===== src/hdl/capture_pkg.sv =====
// Constants shared by the input capture channel and its capture store.
package capture_pkg;

    localparam int          ADDR_W           = 8;
    localparam int          DATA_W           = 32;
    localparam int          FIFO_DEPTH       = 4;
    localparam int          PTR_W            = 2;

    localparam logic [7:0]  CONTROL_OFFSET   = 8'h00;
    localparam logic [7:0]  BUFFER_OFFSET    = 8'h04;

    localparam int          ENABLE_BIT       = 15;
    localparam int          IDLE_STOP_BIT    = 13;
    localparam int          FIRST_EDGE_BIT   = 9;
    localparam int          WIDE_BIT         = 8;
    localparam int          TIMER_SEL_BIT    = 7;
    localparam int          DECIM_HI         = 6;
    localparam int          DECIM_LO         = 5;
    localparam int          OVERFLOW_BIT     = 4;
    localparam int          NOT_EMPTY_BIT    = 3;
    localparam int          MODE_HI          = 2;
    localparam int          MODE_LO          = 0;

    localparam logic [31:0] CONTROL_RESET    = 32'h0000_0000;
    localparam logic [31:0] CONTROL_WMASK    = 32'h0000_A3E7;

    localparam logic [2:0]  MODE_OFF         = 3'h0;
    localparam logic [2:0]  MODE_EVERY_EDGE  = 3'h1;
    localparam logic [2:0]  MODE_FALLING     = 3'h2;
    localparam logic [2:0]  MODE_RISING      = 3'h3;
    localparam logic [2:0]  MODE_RISING_4TH  = 3'h4;
    localparam logic [2:0]  MODE_RISING_16TH = 3'h5;
    localparam logic [2:0]  MODE_EDGE_PAIR   = 3'h6;

    localparam logic [3:0]  PRESCALE_4_LAST  = 4'h3;
    localparam logic [3:0]  PRESCALE_16_LAST = 4'hF;

    typedef enum logic {PAIR_ARMED, PAIR_STREAMING} pair_state_t;

endpackage : capture_pkg


===== src/hdl/capture_fifo_if.sv =====
// Signals between the capture channel control and its capture store.
`timescale 1ns/1ps
interface capture_fifo_if;
    logic        flush;
    logic        push;
    logic [31:0] push_data;
    logic        pop;
    logic [31:0] head;
    logic        not_empty;
    logic        full;

    modport writer (output flush, push, push_data, pop, input head, not_empty, full);
    modport store  (input flush, push, push_data, pop, output head, not_empty, full);
endinterface : capture_fifo_if


===== src/hdl/capture_fifo.sv =====
// Small first-in first-out store for captured timer values.
`timescale 1ns/1ps
module capture_fifo
    import capture_pkg::*;
(
    input  wire logic    clock,
    input  wire logic    rst,
    capture_fifo_if.store port
);

    logic [31:0]  mem [FIFO_DEPTH];
    logic [PTR_W-1:0] wr_ptr_reg;
    logic [PTR_W-1:0] rd_ptr_reg;
    logic [PTR_W:0]   count_reg;
    logic             do_push;
    logic             do_pop;

    assign do_push        = port.push && !port.full;
    assign do_pop         = port.pop && port.not_empty;
    assign port.head      = mem[rd_ptr_reg];
    assign port.not_empty = (count_reg != '0);
    assign port.full      = (count_reg == (PTR_W+1)'(FIFO_DEPTH));

    // The array holds data only, so it needs no reset.
    always_ff @(posedge clock)
    begin
        if (do_push)
        begin
            mem[wr_ptr_reg] <= port.push_data;
        end
    end

    always_ff @(posedge clock)
    begin
        if (rst || port.flush)
        begin
            wr_ptr_reg <= '0;
            rd_ptr_reg <= '0;
            count_reg  <= '0;
        end
        else
        begin
            if (do_push)
            begin
                wr_ptr_reg <= wr_ptr_reg + 1'b1;
            end
            if (do_pop)
            begin
                rd_ptr_reg <= rd_ptr_reg + 1'b1;
            end
            if (do_push && !do_pop)
            begin
                count_reg <= count_reg + 1'b1;
            end
            else if (do_pop && !do_push)
            begin
                count_reg <= count_reg - 1'b1;
            end
        end
    end

endmodule : capture_fifo


===== src/hdl/input_capture_control.sv =====
// Input capture channel: control register, edge capture, buffer and decimated interrupt.
`timescale 1ns/1ps
module input_capture_control
    import capture_pkg::*;
(
    input  wire logic        clock,
    input  wire logic        rst,
    input  wire logic [7:0]  reg_addr,
    input  wire logic [31:0] reg_wdata,
    input  wire logic        reg_write,
    input  wire logic        reg_read,
    output logic      [31:0] reg_rdata,
    input  wire logic        capture_pin,
    input  wire logic        idle_mode,
    input  wire logic [15:0] second_timer,
    input  wire logic [15:0] third_timer,
    input  wire logic [31:0] wide_timer,
    output logic             capture_irq
);

    ////////////////////////////////////////////////////////////////////////////////
    // Declarations.

    logic [31:0]  control_reg;
    logic [31:0]  rdata_reg;
    logic         pin_meta_reg;
    logic         pin_sync_reg;
    logic         pin_prev_reg;
    logic         overflow_reg;
    logic [3:0]   prescale_reg;
    logic [1:0]   decim_count_reg;
    logic         irq_reg;
    pair_state_t  pair_state_reg;
    pair_state_t  pair_state_next;

    logic         enable;
    logic         stop_in_idle;
    logic         first_edge_select;
    logic         wide_capture_select;
    logic         timer_source_select;
    logic [1:0]   interrupt_decimation;
    logic [2:0]   capture_mode_field;
    logic         running;
    logic         rise;
    logic         fall;
    logic         capture_hit;
    logic         accepted;
    logic [31:0]  capture_value;
    logic         control_sel;
    logic         buffer_sel;
    logic [31:0]  control_view;

    capture_fifo_if fifo_bus ();

    capture_fifo u_fifo
    (
        .clock (clock),
        .rst   (rst),
        .port  (fifo_bus.store)
    );

    ////////////////////////////////////////////////////////////////////////////////
    // Control fields.

    assign enable               = control_reg[ENABLE_BIT];
    assign stop_in_idle         = control_reg[IDLE_STOP_BIT];
    assign first_edge_select    = control_reg[FIRST_EDGE_BIT];
    assign wide_capture_select  = control_reg[WIDE_BIT];
    assign timer_source_select  = control_reg[TIMER_SEL_BIT];
    assign interrupt_decimation = control_reg[DECIM_HI:DECIM_LO];
    assign capture_mode_field   = control_reg[MODE_HI:MODE_LO];

    assign control_sel = (reg_addr == CONTROL_OFFSET);
    assign buffer_sel  = (reg_addr == BUFFER_OFFSET);

    // The channel only advances while enabled and not parked by idle.
    assign running = enable && !(idle_mode && stop_in_idle);

    ////////////////////////////////////////////////////////////////////////////////
    // Control register.

    // Configuration stays writable at all times; software is expected to
    // change it only while the channel is disabled.
    always_ff @(posedge clock)
    begin
        if (rst)
        begin
            control_reg <= CONTROL_RESET;
        end
        else if (reg_write && control_sel)
        begin
            control_reg <= reg_wdata & CONTROL_WMASK;
        end
    end

    ////////////////////////////////////////////////////////////////////////////////
    // Pin synchroniser and edge detection.

    always_ff @(posedge clock)
    begin
        if (rst)
        begin
            pin_meta_reg <= 1'b0;
            pin_sync_reg <= 1'b0;
            pin_prev_reg <= 1'b0;
        end
        else
        begin
            pin_meta_reg <= capture_pin;
            pin_sync_reg <= pin_meta_reg;
            pin_prev_reg <= pin_sync_reg;
        end
    end

    assign rise = pin_sync_reg && !pin_prev_reg;
    assign fall = !pin_sync_reg && pin_prev_reg;

    ////////////////////////////////////////////////////////////////////////////////
    // Capture decision per mode.

    always_comb
    begin
        capture_hit = 1'b0;
        case (capture_mode_field)
            MODE_EVERY_EDGE:  capture_hit = rise || fall;
            MODE_FALLING:     capture_hit = fall;
            MODE_RISING:      capture_hit = rise;
            MODE_RISING_4TH:  capture_hit = rise && (prescale_reg == PRESCALE_4_LAST);
            MODE_RISING_16TH: capture_hit = rise && (prescale_reg == PRESCALE_16_LAST);
            MODE_EDGE_PAIR:
            begin
                if (pair_state_reg == PAIR_ARMED)
                begin
                    capture_hit = first_edge_select ? rise : fall;
                end
                else
                begin
                    capture_hit = rise || fall;
                end
            end
            default:          capture_hit = 1'b0;
        endcase
        capture_hit = capture_hit && running;
    end

    // Rising-edge prescaler for the every-4th and every-16th modes.
    always_ff @(posedge clock)
    begin
        if (rst || !enable)
        begin
            prescale_reg <= '0;
        end
        else if (running && rise)
        begin
            if (capture_mode_field == MODE_RISING_4TH && prescale_reg == PRESCALE_4_LAST)
            begin
                prescale_reg <= '0;
            end
            else
            begin
                prescale_reg <= prescale_reg + 1'b1;
            end
        end
    end

    // The pair mode waits for its chosen first edge, then takes both edges.
    always_comb
    begin
        pair_state_next = pair_state_reg;
        case (pair_state_reg)
            PAIR_ARMED:
            begin
                if (capture_mode_field == MODE_EDGE_PAIR && capture_hit)
                begin
                    pair_state_next = PAIR_STREAMING;
                end
            end
            PAIR_STREAMING:
            begin
                if (capture_mode_field != MODE_EDGE_PAIR)
                begin
                    pair_state_next = PAIR_ARMED;
                end
            end
            default:
            begin
                pair_state_next = PAIR_ARMED;
            end
        endcase
    end

    always_ff @(posedge clock)
    begin
        if (rst || !enable)
        begin
            pair_state_reg <= PAIR_ARMED;
        end
        else
        begin
            pair_state_reg <= pair_state_next;
        end
    end

    ////////////////////////////////////////////////////////////////////////////////
    // Timer selection and buffering.

    always_comb
    begin
        if (wide_capture_select)
        begin
            capture_value = wide_timer;
        end
        else if (timer_source_select)
        begin
            capture_value = {16'h0000, second_timer};
        end
        else
        begin
            capture_value = {16'h0000, third_timer};
        end
    end

    assign accepted           = capture_hit && !fifo_bus.full;
    assign fifo_bus.flush     = !enable;
    assign fifo_bus.push      = accepted;
    assign fifo_bus.push_data = capture_value;
    assign fifo_bus.pop       = reg_read && buffer_sel && fifo_bus.not_empty;

    // A capture that finds the buffer full is dropped, never overwrites.
    always_ff @(posedge clock)
    begin
        if (rst || !enable)
        begin
            overflow_reg <= 1'b0;
        end
        else if (capture_hit && fifo_bus.full)
        begin
            overflow_reg <= 1'b1;
        end
    end

    ////////////////////////////////////////////////////////////////////////////////
    // Interrupt decimation.

    always_ff @(posedge clock)
    begin
        if (rst || !enable)
        begin
            decim_count_reg <= '0;
            irq_reg         <= 1'b0;
        end
        else if (accepted)
        begin
            if (decim_count_reg == interrupt_decimation)
            begin
                decim_count_reg <= '0;
                irq_reg         <= 1'b1;
            end
            else
            begin
                decim_count_reg <= decim_count_reg + 1'b1;
                irq_reg         <= 1'b0;
            end
        end
        else
        begin
            irq_reg <= 1'b0;
        end
    end

    assign capture_irq = irq_reg;

    ////////////////////////////////////////////////////////////////////////////////
    // Read path.

    always_comb
    begin
        control_view                = control_reg & CONTROL_WMASK;
        control_view[OVERFLOW_BIT]  = overflow_reg;
        control_view[NOT_EMPTY_BIT] = fifo_bus.not_empty;
    end

    // Read data stand for one cycle only; unmapped reads return zero.
    always_ff @(posedge clock)
    begin
        if (rst)
        begin
            rdata_reg <= 32'h0000_0000;
        end
        else if (reg_read && control_sel)
        begin
            rdata_reg <= control_view;
        end
        else if (reg_read && buffer_sel)
        begin
            rdata_reg <= fifo_bus.not_empty ? fifo_bus.head : 32'h0000_0000;
        end
        else
        begin
            rdata_reg <= 32'h0000_0000;
        end
    end

    assign reg_rdata = rdata_reg;

endmodule : input_capture_control


===== config.mk =====
export PLATFORM = sky130hd
export DESIGN_NAME = input_capture_control
export DESIGN_NICKNAME = d
export VERILOG_FILES = /design/src/hdl/capture_pkg.sv /design/src/hdl/capture_fifo_if.sv /design/src/hdl/capture_fifo.sv /design/src/hdl/input_capture_control.sv
export SDC_FILE = /design/constraint.sdc
export NUM_CORES = 1
export LEC_CHECK = 0
export BUFFER_PORTS_ARGS = -buffer_cell sky130_fd_sc_hd__buf_4
export CAP_MARGIN = 10
export CORE_UTILIZATION = 45
export CTS_CLUSTER_DIAMETER = 30
export DETAILED_ROUTE_END_ITERATION = 8
export GPL_ROUTABILITY_DRIVEN = 1
export PLACE_DENSITY = 0.74
export SLEW_MARGIN = 20
export SYNTH_ARGS = -nofsm -noshare
export SYNTH_HDL_FRONTEND = slang
export SYNTH_SLANG_ARGS = --single-unit

===== constraint.sdc =====
create_clock -name clock -period 3.35 [get_ports clock]
set_input_delay 0.67 -clock clock [delete_from_list [all_inputs] [get_ports clock]]
set_output_delay 0.67 -clock clock [all_outputs]
set_load 0.005 [all_outputs]

==> results_dict.tcl, run 1 <==
set metrics [dict create \
    outcome "finished clean" \
    dieArea_sq_um 17100 \
    antenna_found_initial 0 \
    grt_use_total_pct 19.2 \
    rsz0062_at_grt "false" \
    ys.warnings.count 0 \
    slew_headroom_pct 39.4 \
    grt_pass1_vias 4484 \
    final_cell_mix "buf_4, edfxtp_1, dfxtp_1, and2_1, mux4_2" \
    power.density_nw_per_um2 501 \
    fin_crit_sh_pct 86.5 \
    ys.flop_type "edfxtp_1" \
    hold_viol 0 \
    critical-path-max-stage-delay_ns 0.37 \
    crit_type "flip-flop to flip-flop" \
    power.leakage_nw 3.51 \
    overflow 0 \
    synth_edf_count 128 \
    cap_viol_max_count 0 \
    viasPerCell 5.21 \
    async_reset_ff_share_pct 0 \
    p_int_mw 3.70 \
    path_clk_slew_ns 0.06 \
    nFillCells 1292 \
    final_util_pct 57.9 \
    initial_utilization_pct 46.6 \
    htree_levels 4 \
    die_h_microns 131 \
    gp_congestion 0.813 \
    crit_slowest_cell "fa_1" \
    drtAntennaViolNets 0 \
    clock-sinks 191 \
    insertion_delay_ns 0.42 \
    rr_startpoint "pin_sync_reg" \
    crit_buf_inv 2 \
    end_kind "flip-flop" \
    report.final.slew_viol_count 0 \
    hpwl_microns 9830 \
    cts_max_path_buffers 2 \
    post_cts_buffers 0 \
    vias 4307 \
    cp_top_family "adder cells" \
    drtIter0Drc 207 \
    switching_share_pct 20.4 \
    sequentialPowerShare_pct 53.8 \
    fin_skew_ns 0.0112 \
    netlist_area_sq_um 7450 \
    grt_pass1_wl_microns 23700 \
    syn_nets 589 \
    max_slew.worst_pin.slew_ns 0.909 \
    hold_path_startpoint "pin_meta_reg" \
    drc_errors 0 \
    largest_reg_flops 128 \
    numCtsBuffers 17 \
    final_nets 716 \
    arrival_ns 3.22 \
    syn_to_final_growth_pct 24.3 \
    drt-total-wl_microns 15100 \
    crit_chain "inv_1 > ha_1 > nand2b_1 > a32oi_1 > o221a_2 > nor2_1 > ha_1 > inv_1 > fa_1 > xor2_1 > or3_1 > a21oi_1" \
    netlist_instances 470 \
    yosysUniqueCellTypes 46 \
    n_antenna_cell 0 \
    wl_per_cell_microns 18.3 \
    power_frac_comb_pct 2.4 \
    setup_tns_ns 0 \
    fmax_mhz 345 \
    min_period_ns 2.90 \
    net-switching-power_mw 0.945 \
    rows 46 \
    portBuffers 120 \
    fp.coreArea_sq_um 16000 \
    startpoint_type "flip-flop" \
    avgSynthCellArea_sq_um 15.9 \
    p_clk_share_pct 43.9 \
    holdCritPathClass "flip-flop to flip-flop" \
    ir_worst_vdd_mv 0.393 \
    critPathRequiredTime_ns 3.68 \
    die_x_microns 131 \
    cts_tree "yes" \
    ys_ff_latch 191 \
    cts_resized 0 \
    io_pins 143 \
    cts_root_buf "clkbuf_16" \
    drive_above_1_share_pct 34.3 \
    ys_seq_area_share_pct 68.5 \
    setup_viol 0 \
    crit_start "pin_sync_reg" \
    dr.pass1.iters 5 \
    cts_hold_repair.buffers 0 \
    cp_max_fo 5 \
    grt_max_degree 51 \
]
==> metal layers <==
metal	track usage (%)	vias up	share of wire (%)
met5	0	-	0
met4	4.73	0	0.50
met3	4.36	6	4.5
met2	33.4	115	53
met1	24.4	2148	42
li1	-	2038	-
==> power groups by stage <==
stage | registers [mW] | clock network (mW) | logic [mW]
after detailed placement | 2.55 | 0 | 0.111
final | 2.50 | 2.04 | 0.109
after floorplan | 2.55 | 0 | 0.0210
after CTS | 2.50 | 2.08 | 0.111
after global placement | 2.55 | 0 | 0.106
after global routing | 2.50 | 2.17 | 0.119
==> synth_stat cells, types with 2 or more instances <==
library cell	n	area share [%]
edfxtp_1	128	52
dfxtp_1	63	17
and2_1	37	3.1
mux4_2	32	9.7
mux2i_1	27	3.6
nor2_1	23	1.2
o21ai_0	22	1.5
nand2_1	21	1.1
clkbuf_1	14	0.70
a22o_1	12	1.4
a21oi_1	9	0.60
nand3_1	9	0.60
ha_1	8	1.3
inv_1	6	0.30
xor2_1	6	0.70
and3_1	5	0.42
buf_2	4	0.27
nand2b_1	4	0.34
nor2b_1	4	0.34
or3_1	4	0.34
buf_1	3	0.15
buf_6	3	0.45
nand3b_1	2	0.20
xnor2_1	2	0.24
==> kinds of logic (layout without fill, tap and decap cells) <==
| family | after synthesis | after routing | synth area share [%] |
|---|---|---|---|
| DFF | 191 | 191 | 68.5 |
| adders and majority gates | 9 | 9 | 1.61 |
| xor gates and xnor gates | 8 | 8 | 0.940 |
| and+or+nand+nor | 120 | 120 | 9.06 |
| buffers and inverters | 30 | 170 | 1.88 |
| AOI/OAI and AO/OA | 52 | 52 | 4.58 |
| muxes | 60 | 60 | 13.4 |
==> final timing paths <==
| check | to | slack [ns] | depth (start not counted) |
|---|---|---|---|
| worst max-delay path | u_fifo.count_reg[2] | 0.45 | 12 |
| worst min-delay path | pin_sync_reg | 0.47 | 1 |
| worst max register to register | u_fifo.count_reg[2] | 0.45 | 12 |
| worst min register to register | pin_sync_reg | 0.47 | 1 |
==> layout make-up <==
class	instances	area [sq um]	share of cell area [%]
clock inverter	14	178	1.92
inverter	6	22.5	0.243
multi-input combinational	249	2210	23.9
sequential	191	5110	55.1
tap	216	270	2.92
clock buffer	18	429	4.63
timing repair buffer	132	1040	11.2
==> worst register-to-register path: cells and delay by family, from the launching register on <==
kind | cells | cell delay [ns]
compound gates | 3 | 0.64
xor+xnor | 1 | 0.18
fa+ha+maj | 3 | 0.91
buf+inv | 2 | 0.12
flops | 1 | 0.34
simple gates | 3 | 0.62
==> per-stage QoR <==
stage | instances | hold WS, ns | setup slack, ns | total power, mW | cell area, sq um
2_1_floorplan | 470 | 0.414 | 0.633 | 2.57 | 7450
3_3_place_gp | 794 | 0.456 | 0.414 | 2.66 | 8660
3_5_place_dp | 794 | 0.454 | 0.293 | 2.66 | 8660
4_1_cts | 826 | 0.471 | 0.486 | 4.68 | 9260
5_1_grt | 826 | 0.468 | 0.295 | 4.79 | 9260
6_report | 826 | 0.469 | 0.454 | 4.64 | 9260
(Power assumes the default switching activity.)
==> inputs of run 2 (changes only) <==
==> constraint.sdc (replaced) <==
create_clock -name clock -period 3.4 [get_ports clock]
set_input_delay 0.17 -clock clock [delete_from_list [all_inputs] [get_ports clock]]
set_output_delay 0.17 -clock clock [all_outputs]
set_load 0.005 [all_outputs]
==> run 2 against run 1 <==
Sequential cell count unchanged. Power decreased by 0.67%. Design area increased by 0.31%. Clock power about the same. Utilization increased by 0.18 points. Combinational power increased by 9%. Routed wire length decreased by 0.71%. Die area unchanged. Setup slack got worse by 0.0034 ns. Count of clock-buffer cells in the layout increased by 1.
==> results_dict.tcl, run 2 (same netlist as run 1, synthesis figures left out) <==
set metrics [dict create \
    grt_pass1_wl_microns 23600 \
    report.final.slew_viol_count 0 \
    setup_slack_ns 0.450 \
    slew_headroom_pct 37.4 \
    setup_tns_ns 0 \
    htree_levels 4 \
    critical-path-max-stage-delay_ns 0.46 \
    die_x_microns 131 \
    setup_viol 0 \
    dpl_cell_area_sq_um 8580 \
    power_mw 4.61 \
    end_kind "flip-flop" \
    fmax_mhz 339 \
    crit_chain "a21boi_0 > and3_1 > nand2_1 > nor2_1 > ha_1 > inv_1 > fa_1 > xor2_1 > or3_1 > a21oi_1" \
    final_cell_mix "buf_4, edfxtp_1, dfxtp_1, and2_1, mux4_2" \
    min_period_ns 2.95 \
    startpoint_type "flip-flop" \
    drc_errors 0 \
    drtIter0Drc 198 \
    syn_to_final_growth_pct 24.7 \
    io_pins 143 \
    whs_ns 0.0714 \
    rows 46 \
    drive_above_1_share_pct 33.1 \
    insertion_delay_ns 0.43 \
    critPathRequiredTime_ns 3.75 \
    cp_max_fo 5 \
    crit_buf_inv 1 \
    hold_viol 0 \
    initial_utilization_pct 46.6 \
    arrival_ns 3.30 \
    grt_use_total_pct 19.0 \
    dr.pass1.iters 4 \
    placedCellCount 790 \
    clock-sinks 191 \
    drtAntennaViolNets 0 \
    cts_max_path_buffers 2 \
    largest_reg_flops 128 \
    drt-total-wl_microns 15000 \
    rsz0062_at_grt "false" \
    grt_pass1_vias 4616 \
    grt_max_degree 51 \
    cp_top_family "simple AND/OR/NAND/NOR gates" \
    fin_cells 833 \
    place_ws_ns 0.520 \
    hpwl_microns 9570 \
    wl_per_cell_microns 18.0 \
    nFillCells 1265 \
    vias 4366 \
    outcome "finished clean" \
    final_nets 723 \
    holdCritPathClass "input pin to flip-flop" \
    overflow 0 \
    fin_crit_sh_pct 86.8 \
    n_antenna_cell 0 \
    cts_resized 0 \
    cts_tree "yes" \
    portBuffers 120 \
    final_util_pct 58.1 \
    fp.coreArea_sq_um 16000 \
    crit_type "flip-flop to flip-flop" \
    dieArea_sq_um 17100 \
    ir_worst_vdd_mv 0.381 \
    numCtsBuffers 17 \
    cap_viol_max_count 0 \
    die_h_microns 131 \
    antenna_found_initial 0 \
    max_slew.worst_pin.slew_ns 0.934 \
    power.leakage_nw 3.53 \
    path_clk_slew_ns 0.07 \
    fin_area_sq_um 9290 \
    gp_congestion 0.797 \
    power.density_nw_per_um2 496 \
    fin_skew_ns 0.0151 \
    crit_slowest_cell "a21boi_0" \
    post_cts_buffers 0 \
    cts_root_buf "clkbuf_16" \
    viasPerCell 5.24 \
]
run 2: cell types whose count changed in the layout (fill, tap and decap cells not counted):
cell           previous run  this run
buf_12                    4         0
dlygate4sd3_1             0        11
inv_6                     2         3
inv_8                     2         4
clkbuf_1                  1         2
clkinvlp_4                3         1
clkinv_2                  1         0
clkinv_8                  2         1
run 2: power by group:
part | internal (mW) | switching (mW)
Clock | 1.12 | 0.912
Combinational | 0.0797 | 0.0389
Sequential | 2.46 | 0.000961
Total | 3.66 | 0.952
run 2: worst reg2reg max path, cell delays in order (launching register included):
cell      delay (ns)
dfxtp_1         0.38
a21boi_0        0.46
and3_1          0.32
nand2_1         0.13
nor2_1          0.25
ha_1            0.25
inv_1           0.07
fa_1            0.37
xor2_1          0.18
or3_1           0.32
a21oi_1         0.14
run 2: final cells by class:
class | instances | area [sq um] | share of cell area, %
clock buffers | 19 | 433 | 4.66
clock inverters | 13 | 173 | 1.86
inverters | 6 | 22.5 | 0.242
multi-input cells | 249 | 2210 | 23.8
flip-flops and latches | 191 | 5110 | 55.0
well taps | 216 | 270 | 2.91
repair buffers | 139 | 1070 | 11.5
run 2: timing repair:
action / CTS / global route
hold buffers: 11 / 0
endpoints found under the setup margin: 0 / 0
endpoints found under the hold margin: 11 / 0
run 2: layer usage:
layer	part of all wire, %	track usage (%)
met4	1.9	6.96
met1	42	23.0
met5	0	0
met3	4.8	4.11
met2	52	33.3
run 2: final timing paths:
path	slack, ns	endpoint	startpoint	cells past startpoint
max	0.45	u_fifo.count_reg[2]	control_reg[15]	10
min	0.07	pin_prev_reg	rst	2
max reg2reg	0.45	u_fifo.count_reg[2]	control_reg[15]	10
min reg2reg	0.47	pin_prev_reg	pin_sync_reg	2
